$ cat src/core/drpsc_pkg.sv
// Package: constants and types for the DDR2 refresh and power-state host
// Operation
// RL1: Auto-refresh: CS, RAS, CAS low, WE high.
// RL2: Refresh only after banks idle tRP.
// RL3: Wait tRFC before next refresh or activate.
// RL4: At most eight posted refreshes, gap 9 tREFI.
// RL5: Self-refresh entry: refresh code with CKE low.
// RL6: ODT off tAOFD before entry, until tXSRD.
// RL7: Hold CKE low throughout self-refresh.
// RL8: Clock may stop one clock after entry.
// RL9: Reads wait tXSRD, others wait tXSNR.
// RL10: Keep CKE high, NOP during exit interval.
// RL11: Power-down entry: CKE low with NOP.
// RL12: No CKE drop during register set, burst.
// RL13: Power-down type and exit speed by A12.
// RL14: Device gates buffers and DLL in power-down.
// RL15: Keep CKE low, leave within 9 tREFI.
// RL16: Exit with NOP, wait tXP or tXARD(S).
// RL17: Active power-down waits RL plus BL/2.
// RL18: After writes wait write recovery before entry.
// RL19: Power-down allowed after refresh or tMRD.
// RL20: NOP and deselect leave operations untouched.
// RL21: Frequency change in self-refresh or precharge power-down.
// RL22: After change, DLL reset, ODT off 200 clocks.
// RL23: Every row refreshed within 64 ms.
// RL24: Device sees self-refresh exit asynchronously.
package drpsc_pkg;

  localparam int TCK_PS      = 4000;
  localparam int TRP_PS      = 15000;
  localparam int TRFC_PS     = 127500;
  localparam int TXSNR_PS    = TRFC_PS + 10000;
  localparam int TREFI_PS    = 7800000;
  localparam int TAOFD_PS    = 2500;
  // Least times round up, the refresh interval rounds down
  localparam int TRP_CK      = (TRP_PS + TCK_PS - 1) / TCK_PS;
  localparam int TRFC_CK     = (TRFC_PS + TCK_PS - 1) / TCK_PS;
  localparam int TXSNR_CK    = (TXSNR_PS + TCK_PS - 1) / TCK_PS;
  localparam int TAOFD_CK    = (TAOFD_PS + TCK_PS - 1) / TCK_PS;
  localparam int TREFI_CK    = TREFI_PS / TCK_PS;
  localparam int TXSRD_CK    = 200;
  localparam int TDLL_CK     = 200;
  localparam int TXP_CK      = 2;
  localparam int TXARD_CK    = 2;
  localparam int TXARDS_CK   = 7;
  localparam int TCKE_CK     = 3;
  localparam int TCKSTAB_CK  = 16;
  localparam int FCHG_GAP_CK = 2;
  localparam int PD_HOLD_CK  = (TAOFD_CK + FCHG_GAP_CK > TCKE_CK) ?
                               TAOFD_CK + FCHG_GAP_CK : TCKE_CK;
  localparam int MAX_POSTED  = 8;
  localparam int PD_LIMIT_CK = 9 * TREFI_CK;

  localparam logic [11:0] ADDR_CTRL = 12'h000;
  localparam logic [11:0] ADDR_STAT = 12'h004;
  localparam logic [11:0] ADDR_EMRS = 12'h008;
  localparam logic [2:0]  BA_EMR1   = 3'h1;

  typedef logic [15:0] drpsc_cnt_t;

  typedef struct packed {
    logic cs_n;
    logic ras_n;
    logic cas_n;
    logic we_n;
  } drpsc_cmd_t;

  localparam drpsc_cmd_t CMD_NOP = 4'h7;
  localparam drpsc_cmd_t CMD_AR  = 4'h1;
  localparam drpsc_cmd_t CMD_MRS = 4'h0;

  typedef struct packed {
    logic       ck_run;
    logic       cke;
    logic       odt;
    drpsc_cmd_t cmd;
    logic [2:0] ba;
    logic [13:0] addr;
  } drpsc_pins_t;

  // Control word, bit 0 is ref_en
  typedef struct packed {
    logic odt_en;
    logic clk_stop;
    logic rows_open;
    logic freq_chg;
    logic slow_exit;
    logic pd_req;
    logic sr_req;
    logic ref_en;
  } drpsc_ctrl_t;

  localparam drpsc_ctrl_t CTRL_RST = 8'h01;
  localparam logic [13:0] EMRS_RST = 14'h0000;

  typedef struct packed {
    logic       clk_chg_ok;
    logic       cmd_ok;
    logic       rd_ok;
    logic [3:0] owed;
    logic [3:0] state;
  } drpsc_stat_t;

  typedef enum logic [3:0] {
    ST_IDLE, ST_REF, ST_ODT_OFF, ST_SR, ST_CLK_UP,
    ST_PD, ST_EXIT, ST_RELOCK
  } drpsc_state_t;

endpackage : drpsc_pkg

$ cat src/core/drpsc_timer.sv
// Down-counting wait timer with a done flag
`timescale 1ns/1ps
`default_nettype none
module drpsc_timer
  import drpsc_pkg::*;
#(
  parameter drpsc_cnt_t RST_VAL = 16'h0000
) (
  input  wire logic       pclk,
  input  wire logic       presetn,
  input  wire logic       load,
  input  wire drpsc_cnt_t val,
  output logic            done
);

  drpsc_cnt_t cnt_q;

  always_ff @(posedge pclk or negedge presetn) begin
    if (!presetn) begin
      cnt_q <= RST_VAL;
    end else if (load) begin
      cnt_q <= val;
    end else if (cnt_q != '0) begin
      cnt_q <= cnt_q - 16'h0001;
    end
  end

  assign done = (cnt_q == '0);

endmodule : drpsc_timer
`default_nettype wire

$ cat src/core/drpsc_apb.sv
// APB slave holding the control, status and mode-value registers
`timescale 1ns/1ps
`default_nettype none
module drpsc_apb
  import drpsc_pkg::*;
(
  input  wire logic         pclk,
  input  wire logic         presetn,
  input  wire logic         psel,
  input  wire logic         penable,
  input  wire logic         pwrite,
  input  wire logic [11:0]  paddr,
  input  wire logic [31:0]  pwdata,
  output logic [31:0]       prdata,
  output logic              pready,
  output logic              pslverr,
  output drpsc_ctrl_t       ctrl_q,
  output logic [13:0]       emrs_q,
  input  wire drpsc_stat_t  stat
);

  logic        wr_en;
  logic        hit;
  logic        err_q;
  logic [31:0] rdata_d;

  // Zero-wait slave: read data is captured in setup, shown in access
  assign pready  = 1'b1;
  assign wr_en   = psel && penable && pwrite;
  assign pslverr = psel && penable && err_q;

  always_comb begin
    rdata_d = '0;
    hit     = 1'b1;
    case (paddr)
      ADDR_CTRL: rdata_d = 32'(ctrl_q);
      ADDR_STAT: rdata_d = 32'(stat);
      ADDR_EMRS: rdata_d = 32'(emrs_q);
      default:   hit = 1'b0;
    endcase
  end

  always_ff @(posedge pclk or negedge presetn) begin
    if (!presetn) begin
      prdata <= '0;
      err_q  <= 1'b0;
    end else if (psel && !penable) begin
      prdata <= pwrite ? '0 : rdata_d;
      err_q  <= !hit;
    end
  end

  always_ff @(posedge pclk or negedge presetn) begin
    if (!presetn) begin
      ctrl_q <= CTRL_RST;
      emrs_q <= EMRS_RST;
    end else if (wr_en && paddr == ADDR_CTRL) begin
      ctrl_q <= drpsc_ctrl_t'(pwdata[7:0]);
    end else if (wr_en && paddr == ADDR_EMRS) begin
      emrs_q <= pwdata[13:0];
    end
  end

endmodule : drpsc_apb
`default_nettype wire

$ cat src/core/drpsc_host.sv
// Refresh and power-state host driving the DDR2 control pins
`timescale 1ns/1ps
`default_nettype none
module drpsc_host
  import drpsc_pkg::*;
#(
  parameter int PD_MAX_CK = PD_LIMIT_CK
) (
  input  wire logic        pclk,
  input  wire logic        presetn,
  input  wire logic        psel,
  input  wire logic        penable,
  input  wire logic        pwrite,
  input  wire logic [11:0] paddr,
  input  wire logic [31:0] pwdata,
  output logic [31:0]      prdata,
  output logic             pready,
  output logic             pslverr,
  output drpsc_pins_t      ddr
);

  // ----------------------------------------------------------------
  // Declarations
  // ----------------------------------------------------------------
  drpsc_state_t st_q, st_d;
  drpsc_ctrl_t  ctrl;
  drpsc_stat_t  stat;
  drpsc_cmd_t   cmd_q, cmd_d;
  drpsc_cnt_t   t_val;
  drpsc_cnt_t   refi_q;
  drpsc_cnt_t   pd_cnt_q;
  drpsc_cnt_t   since_ar_q;
  drpsc_cnt_t   nop_run_q;
  drpsc_cnt_t   odt_low_q;
  logic [13:0]  emrs;
  logic [13:0]  addr_q;
  logic [2:0]   ba_q;
  logic [3:0]   owed_q;
  logic         cke_q, cke_d;
  logic         ck_run_q, ck_d;
  logic         odt_q, odt_d;
  logic         t_ld, t_done, r_ld, r_done;
  logic         ar_go, sr_go, mrs_go;
  logic         in_sr_q, chg_q;
  logic         tick, urgent, pd_over, clk_chg_ok, ar_issue;

  function automatic drpsc_cnt_t exit_lat(input logic open_rows,
                                          input logic slow);
    exit_lat = open_rows ? (slow ? drpsc_cnt_t'(TXARDS_CK)
                                 : drpsc_cnt_t'(TXARD_CK))
                         : drpsc_cnt_t'(TXP_CK);
  endfunction : exit_lat

  function automatic logic is_nop(input drpsc_cmd_t c);
    is_nop = c.cs_n || (c == CMD_NOP);
  endfunction : is_nop

  // ----------------------------------------------------------------
  // Register slave and timers
  // ----------------------------------------------------------------
  drpsc_apb u_apb (
    .pclk    (pclk),
    .presetn (presetn),
    .psel    (psel),
    .penable (penable),
    .pwrite  (pwrite),
    .paddr   (paddr),
    .pwdata  (pwdata),
    .prdata  (prdata),
    .pready  (pready),
    .pslverr (pslverr),
    .ctrl_q  (ctrl),
    .emrs_q  (emrs),
    .stat    (stat)
  );

  // The reset value covers the idle time after any earlier precharge
  drpsc_timer #(.RST_VAL(drpsc_cnt_t'(TRP_CK))) u_wait (
    .pclk    (pclk),
    .presetn (presetn),
    .load    (t_ld),
    .val     (t_val),
    .done    (t_done)
  );

  drpsc_timer #(.RST_VAL(16'h0000)) u_rdgap (
    .pclk    (pclk),
    .presetn (presetn),
    .load    (r_ld),
    .val     (drpsc_cnt_t'(TXSRD_CK)),
    .done    (r_done)
  );

  assign stat = '{clk_chg_ok: clk_chg_ok, cmd_ok: (st_q == ST_IDLE),
                  rd_ok: r_done, owed: owed_q, state: st_q};
  assign ddr  = '{ck_run: ck_run_q, cke: cke_q, odt: odt_q, cmd: cmd_q,
                  ba: ba_q, addr: addr_q};

  assign urgent  = (owed_q >= 4'(MAX_POSTED));
  // Leave room for the clock restart so CKE rises inside the limit
  assign pd_over = (int'(pd_cnt_q) >= PD_MAX_CK - TCKSTAB_CK - 2);
  // RL21 frequency change window
  assign clk_chg_ok = t_done && (st_q == ST_SR ||
                      (st_q == ST_PD && !ctrl.rows_open && !odt_q));
  assign ar_issue = cke_q && (cmd_q == CMD_AR);

  // ----------------------------------------------------------------
  // State machine
  // ----------------------------------------------------------------
  always_comb begin
    st_d   = st_q;
    cmd_d  = CMD_NOP;
    cke_d  = cke_q;
    ck_d   = ck_run_q;
    t_ld   = 1'b0;
    t_val  = '0;
    r_ld   = 1'b0;
    ar_go  = 1'b0;
    sr_go  = 1'b0;
    mrs_go = 1'b0;
    case (st_q)
      ST_IDLE: begin
        // RL2 refresh only once the idle timer has run out
        if (t_done) begin
          if (ctrl.ref_en && owed_q != 4'h0 && !ctrl.rows_open) begin
            // RL1 refresh encoding
            cmd_d = CMD_AR;
            ar_go = 1'b1;
            t_ld  = 1'b1;
            t_val = drpsc_cnt_t'(TRFC_CK);
            st_d  = ST_REF;
          end else if (ctrl.sr_req && !ctrl.rows_open) begin
            // RL5 RL6 banks idle, ODT drops first
            t_ld  = 1'b1;
            t_val = drpsc_cnt_t'(TAOFD_CK);
            st_d  = ST_ODT_OFF;
          end else if (ctrl.pd_req && !urgent) begin
            // RL11 RL12 RL17 RL18 RL19 NOP entry from idle
            cke_d = 1'b0;
            t_ld  = 1'b1;
            t_val = drpsc_cnt_t'(PD_HOLD_CK);
            st_d  = ST_PD;
          end
        end
      end
      ST_REF: begin
        // RL3 wait refresh cycle time
        if (t_done) begin
          st_d = ST_IDLE;
        end
      end
      ST_ODT_OFF: begin
        if (t_done) begin
          // RL5 refresh encoding with CKE low
          cmd_d = CMD_AR;
          cke_d = 1'b0;
          sr_go = 1'b1;
          t_ld  = 1'b1;
          t_val = 16'h0001;
          st_d  = ST_SR;
        end
      end
      ST_SR: begin
        // RL7 RL8 CKE held low, clock may stop
        if (t_done && ctrl.sr_req) begin
          ck_d = !ctrl.clk_stop;
        end else if (t_done) begin
          ck_d  = 1'b1;
          t_ld  = 1'b1;
          t_val = drpsc_cnt_t'(TCKSTAB_CK);
          st_d  = ST_CLK_UP;
        end
      end
      ST_CLK_UP: begin
        // RL8 RL9 stable clock, then exit timers
        if (t_done) begin
          cke_d = 1'b1;
          t_ld  = 1'b1;
          t_val = in_sr_q ? drpsc_cnt_t'(TXSNR_CK)
                          : exit_lat(ctrl.rows_open, ctrl.slow_exit);
          r_ld  = in_sr_q;
          st_d  = ST_EXIT;
        end
      end
      ST_PD: begin
        // RL15 forced exit on refresh debt or duration
        if (t_done && (!ctrl.pd_req || urgent || pd_over)) begin
          if (!ck_run_q) begin
            ck_d  = 1'b1;
            t_ld  = 1'b1;
            t_val = drpsc_cnt_t'(TCKSTAB_CK);
            st_d  = ST_CLK_UP;
          end else begin
            // RL16 exit latency by power-down type
            cke_d = 1'b1;
            t_ld  = 1'b1;
            t_val = exit_lat(ctrl.rows_open, ctrl.slow_exit);
            st_d  = ST_EXIT;
          end
        end else if (clk_chg_ok) begin
          ck_d = !ctrl.clk_stop;
        end
      end
      ST_EXIT: begin
        // RL10 only NOP until the exit time is met
        if (t_done && chg_q) begin
          // RL22 DLL reset after frequency change
          cmd_d  = CMD_MRS;
          mrs_go = 1'b1;
          t_ld   = 1'b1;
          t_val  = drpsc_cnt_t'(TDLL_CK);
          st_d   = ST_RELOCK;
        end else if (t_done) begin
          st_d = ST_IDLE;
        end
      end
      ST_RELOCK: begin
        if (t_done) begin
          st_d = ST_IDLE;
        end
      end
      default: st_d = ST_IDLE;
    endcase
  end

  always_ff @(posedge pclk or negedge presetn) begin
    if (!presetn) begin
      st_q     <= ST_IDLE;
      cmd_q    <= CMD_NOP;
      cke_q    <= 1'b1;
      ck_run_q <= 1'b1;
    end else begin
      st_q     <= st_d;
      cmd_q    <= cmd_d;
      cke_q    <= cke_d;
      ck_run_q <= ck_d;
    end
  end

  // Address bus only carries the mode value; refresh ignores it
  always_ff @(posedge pclk or negedge presetn) begin
    if (!presetn) begin
      ba_q   <= '0;
      addr_q <= '0;
    end else begin
      ba_q   <= mrs_go ? BA_EMR1 : '0;
      addr_q <= mrs_go ? emrs : '0;
    end
  end

  // ----------------------------------------------------------------
  // ODT, self-refresh and frequency-change flags
  // ----------------------------------------------------------------
  // RL6 ODT back only after tXSRD; RL22 off while relocking
  assign odt_d = ctrl.odt_en && (st_d == ST_IDLE) && r_done && !chg_q;

  always_ff @(posedge pclk or negedge presetn) begin
    if (!presetn) begin
      odt_q <= 1'b0;
    end else begin
      odt_q <= odt_d;
    end
  end

  always_ff @(posedge pclk or negedge presetn) begin
    if (!presetn) begin
      in_sr_q <= 1'b0;
    end else if (sr_go) begin
      in_sr_q <= 1'b1;
    end else if (st_q == ST_EXIT && t_done) begin
      in_sr_q <= 1'b0;
    end
  end

  // Setting wins over the clear by the reset command
  always_ff @(posedge pclk or negedge presetn) begin
    if (!presetn) begin
      chg_q <= 1'b0;
    end else if (clk_chg_ok && ctrl.freq_chg) begin
      chg_q <= 1'b1;
    end else if (mrs_go) begin
      chg_q <= 1'b0;
    end
  end

  // ----------------------------------------------------------------
  // Refresh debt and power-down duration
  // ----------------------------------------------------------------
  // RL23 one refresh owed per interval keeps the rolling window
  assign tick = (refi_q == '0) && !in_sr_q;

  always_ff @(posedge pclk or negedge presetn) begin
    if (!presetn) begin
      refi_q <= drpsc_cnt_t'(TREFI_CK - 1);
    end else if (tick) begin
      refi_q <= drpsc_cnt_t'(TREFI_CK - 1);
    end else if (!in_sr_q) begin
      refi_q <= refi_q - 16'h0001;
    end
  end

  // RL4 posted refreshes capped, self-refresh clears the debt
  always_ff @(posedge pclk or negedge presetn) begin
    if (!presetn) begin
      owed_q <= 4'h0;
    end else if (sr_go) begin
      owed_q <= tick ? 4'h1 : 4'h0;
    end else if (tick && !ar_go && !urgent) begin
      owed_q <= owed_q + 4'h1;
    end else if (ar_go && !tick) begin
      owed_q <= owed_q - 4'h1;
    end
  end

  always_ff @(posedge pclk or negedge presetn) begin
    if (!presetn) begin
      pd_cnt_q <= '0;
    end else if (!cke_q && !in_sr_q) begin
      pd_cnt_q <= pd_cnt_q + 16'h0001;
    end else begin
      pd_cnt_q <= '0;
    end
  end

  // ----------------------------------------------------------------
  // Check helpers and assertions
  // ----------------------------------------------------------------
  always_ff @(posedge pclk or negedge presetn) begin
    if (!presetn) begin
      since_ar_q <= '1;
      nop_run_q  <= '0;
      odt_low_q  <= '0;
    end else begin
      since_ar_q <= ar_issue ? 16'h0001 :
                    (since_ar_q == '1 ? since_ar_q : since_ar_q + 16'h0001);
      nop_run_q  <= !is_nop(cmd_q) ? '0 :
                    (nop_run_q == '1 ? nop_run_q : nop_run_q + 16'h0001);
      odt_low_q  <= odt_q ? '0 :
                    (odt_low_q == '1 ? odt_low_q : odt_low_q + 16'h0001);
    end
  end
endmodule : drpsc_host
`default_nettype wire

$ cat config.mk
export PLATFORM = sky130hd
export DESIGN_NAME = drpsc_host
export DESIGN_NICKNAME = d
export VERILOG_FILES = /design/src/core/drpsc_pkg.sv /design/src/core/drpsc_timer.sv /design/src/core/drpsc_apb.sv /design/src/core/drpsc_host.sv
export SDC_FILE = /design/constraint.sdc
export NUM_CORES = 1
export LEC_CHECK = 0
export ABC_AREA = 1
export BUFFER_PORTS_ARGS = -buffer_cell sky130_fd_sc_hd__buf_2
export CAP_MARGIN = 20
export CORE_MARGIN = 2
export CORE_UTILIZATION = 40
export DETAILED_ROUTE_END_ITERATION = 16
export HOLD_SLACK_MARGIN = 0.06
export PLACE_DENSITY_LB_ADDON = 0.1
export SLEW_MARGIN = 5
export SYNTH_ARGS = -nofsm -noshare
export SYNTH_HDL_FRONTEND = slang
export SYNTH_SLANG_ARGS = --single-unit
$ cat constraint.sdc
create_clock -name pclk -period 2.9 [get_ports pclk]
set_clock_uncertainty 0.2 [all_clocks]
set_input_delay 0.145 -clock pclk [delete_from_list [all_inputs] [get_ports pclk]]
set_output_delay 0.145 -clock pclk [all_outputs]
set_load 0.03 [all_outputs]
==> out/metrics.cfg <==
[sta]
slew-limit-headroom_pct = 54.3
fin_setup_tns_ns = 0
postLayoutSetupSlackWorst_ns = 0.176
max_freq_mhz = 367
final.min_clock_period_ns = 2.72
worst_pin_slew_ns = 0.685
hold_violations = 0
min_period_over_period_pct = 93.9
setup_violations = 0
slew_viol_final = 0

[yosys]
yosysTopAreaCellShare_pct = 39.6
synth_commonest_cells = 201 x nand2_1, 124 x inv_1, 117 x dfrtp_1
synth_edf_count = 0
ys_seq_area_share_pct = 44.5
synth_most_common_cell = nand2_1
syn_area_sq_mm = 0.00740
yosysTopAreaCell = dfrtp_1
yosys_most_used_dff = dfrtp_1
syn_inst = 929
synth.avg_cell_area_sq_um = 7.97
yosysWarnings = 0
synth_area_leaders = dfrtp_1 40%, nand2_1 10%, inv_1 6.3%, nor2_1 5.5%, dfstp_2 5.0%
synth-async-reset-ratio_pct = 100
synth.distinct_cells = 51
yosys_register_bits = 131

[clocking]
root_buffer = clkbuf_16
cts_tree = built
htreeDepth = 4
cts.sinks = 131
clk_path_buf_depth = 2
clkSlewWorstSetupHoldPaths_ns = 0.06
clk_latency_ns = 0.42
cts_buffers = 17

[cells_and_area]
multiInputGateArea_sq_mm = 0.00342
fin_util_pct = 48.7
drive_gt1_share_pct = 20.8
nNetsFinal = 1096
n_antenna_cell = 0
fill_cells = 1746
syn2layout_area_growth_pct = 19.1
fin_cells = 1280
regArea_sq_mm = 0.00330

[detailed_routing]
drtIter0Drc = 284
post-route-drc-count = 0
via_count = 6027
postRouteWirelength_mm = 17.1
dr.pass1.iters = 7
wl_per_cell_um = 13.4
ant_nets = 0
avgViaCountPerCell = 4.71

[outcome]
status = finished, final reports clean

[floorplanning]
rows = 49
io_pins = 107
die_area_sq_mm = 0.0196
die_h_um = 140
placeableCoreArea_sq_mm = 0.0181
start_util_pct = 40.9
die_w_um = 140

[critical_path]
crit_fanout = 3
start_kind = flop
cp_slowest_cell = dfstp_2
endpoint_kind = flop
path_common_cell = nand2_1
worstPathRequired_ns = 3.06
critical_path_class = flop to flop
slowest_delay_ns = 0.37
arrival_ns = 2.88
worstPathCellList = inv_1 > ha_2 > nand3b_4 > nor2_4 > nand3_2 > nor2_1 > nand2_2 > nor3_4 > nand3_2 > ha_4 > nand2_1 > nand2_1 > a31oi_1 > inv_1 > nand3_1 > nand2_1 > inv_1 > nand2_1 > nand2_1
path_delay_family = simple AND/OR/NAND/NOR gates
critPathBufInv = 3

[placement]
port_buffers = 66
gp_congestion = 0.869
place_inst = 1222
post-place-ws_ns = 0.0276
dp_hpwl_mm = 12.7

[global_route]
antenna_found_initial = 0
first_global_vias = 5644
grt_usage_pct = 18.2
grt-ovfl-total = 0
grt_first_pass_wirelength_mm = 28.4
grt_start_max_net_pins = 71

[power_and_ir_drop]
finalPower_w = 0.00626
cellPowerDensity_mw_per_mm2 = 711
vdd_ir_drop_max_mv = 0.401
p_leak_nw = 4.48

[job]
maxCapViolations = 0

[worst_hold_path]
hp-class = input pin to asynchronous set/reset pin

layout by cell type, fill, tap and decap left out, drive strengths merged, types with 24 or more instances in the layout:
master       synthesis  layout
dfrtp              117     117
dlygate4sd3          0      24
nand2              218     218
a21oi               30      30
nor2               143     143
nand3               72      72
inv                137     139
buf                 32      79
xor2                26      26
o21ai               52      52
state kept, by name, summed over array words and instances (netlist names), 2 cells and up:
signal         cells
refi_q            16
owed_q             4
addr_q            14
st_q               4
u_apb.emrs_q      14
ddr                2
u_apb.ctrl_q       8
u_rdgap.cnt_q     16
pd_cnt_q          16
u_apb.prdata      14
u_wait.cnt_q      16
repair_timing:
item	in CTS	in global routing
buffers inserted	0	2
setup endpoints to repair	0	1
hold endpoints to repair	137	0
gates resized for setup	0	6
hold buffers	24	0
cell families after synthesis:
group	after synthesis	synth area share (%)
flip-flops	131	44.5
adder cells (fa/ha/maj)	9	1.62
AND/OR/NAND/NOR	477	30.9
XOR/XNOR	32	3.79
other	2	0.101
AO/OA/AOI/OAI	104	8.29
buffers and inverters	174	10.8
final timing paths:
| kind | cells after the start | slack [ns] | startpoint | end |
|---|---|---|---|---|
| hold / removal | 2 | 0.07 | presetn | pd_cnt_q[4]$_DFF_PN0_ |
| setup / recovery | 19 | 0.18 | refi_q[0]$_DFFE_PN1P_ | owed_q[3]$_DFFE_PN0P_ |
| min in group pclk | 6 | 0.10 | paddr[0] | u_apb.err_q$_DFFE_PN0P_ |
| setup reg to reg | 19 | 0.18 | refi_q[0]$_DFFE_PN1P_ | owed_q[3]$_DFFE_PN0P_ |
| hold reg to reg | 2 | 0.27 | refi_q[14]$_DFFE_PN0P_ | refi_q[14]$_DFFE_PN0P_ |
| max in group asynchronous | 3 | 1.62 | presetn | cke_q$_DFFE_PN1P_ |
final cells by class:
type / instances / area share [%]
Tap cell: 229 / 3.25
Multi-Input combinational cell: 645 / 38.8
Clock buffer: 19 / 5.02
Sequential cell: 131 / 37.4
Inverter: 140 / 6.03
Clock inverter: 13 / 1.75
Timing Repair Buffer: 103 / 7.79
metrics by stage:
stage | hold slack [ns] | area, sq um
2_1_floorplan | -0.351 | 7480
3_3_place_gp | -0.00360 | 7930
3_5_place_dp | -0.00392 | 7930
4_1_cts | 0.0828 | 8770
5_1_grt | 0.147 | 8810
6_report | 0.0747 | 8810
layer usage:
metal / global-route usage, % / up-vias / share of wire (%)
met2: 27.7 / 126 / 44
met1: 26.3 / 2764 / 51
li1: - / 3119 / -
met5: 0 / - / 0
met4: 6.70 / 0 / 1.9
met3: 2.80 / 18 / 3.2
report_power, final:
group	leakage (nW)	internal, W	switching (W)	total [W]
clock	0.284	0.00130	0.000851	0.00215
combinational	2.50	0.000591	0.000925	0.00152
sequential	1.70	0.00221	0.000381	0.00259
total	4.48	0.00411	0.00216	0.00626
Power figures use the tool's default switching activity.
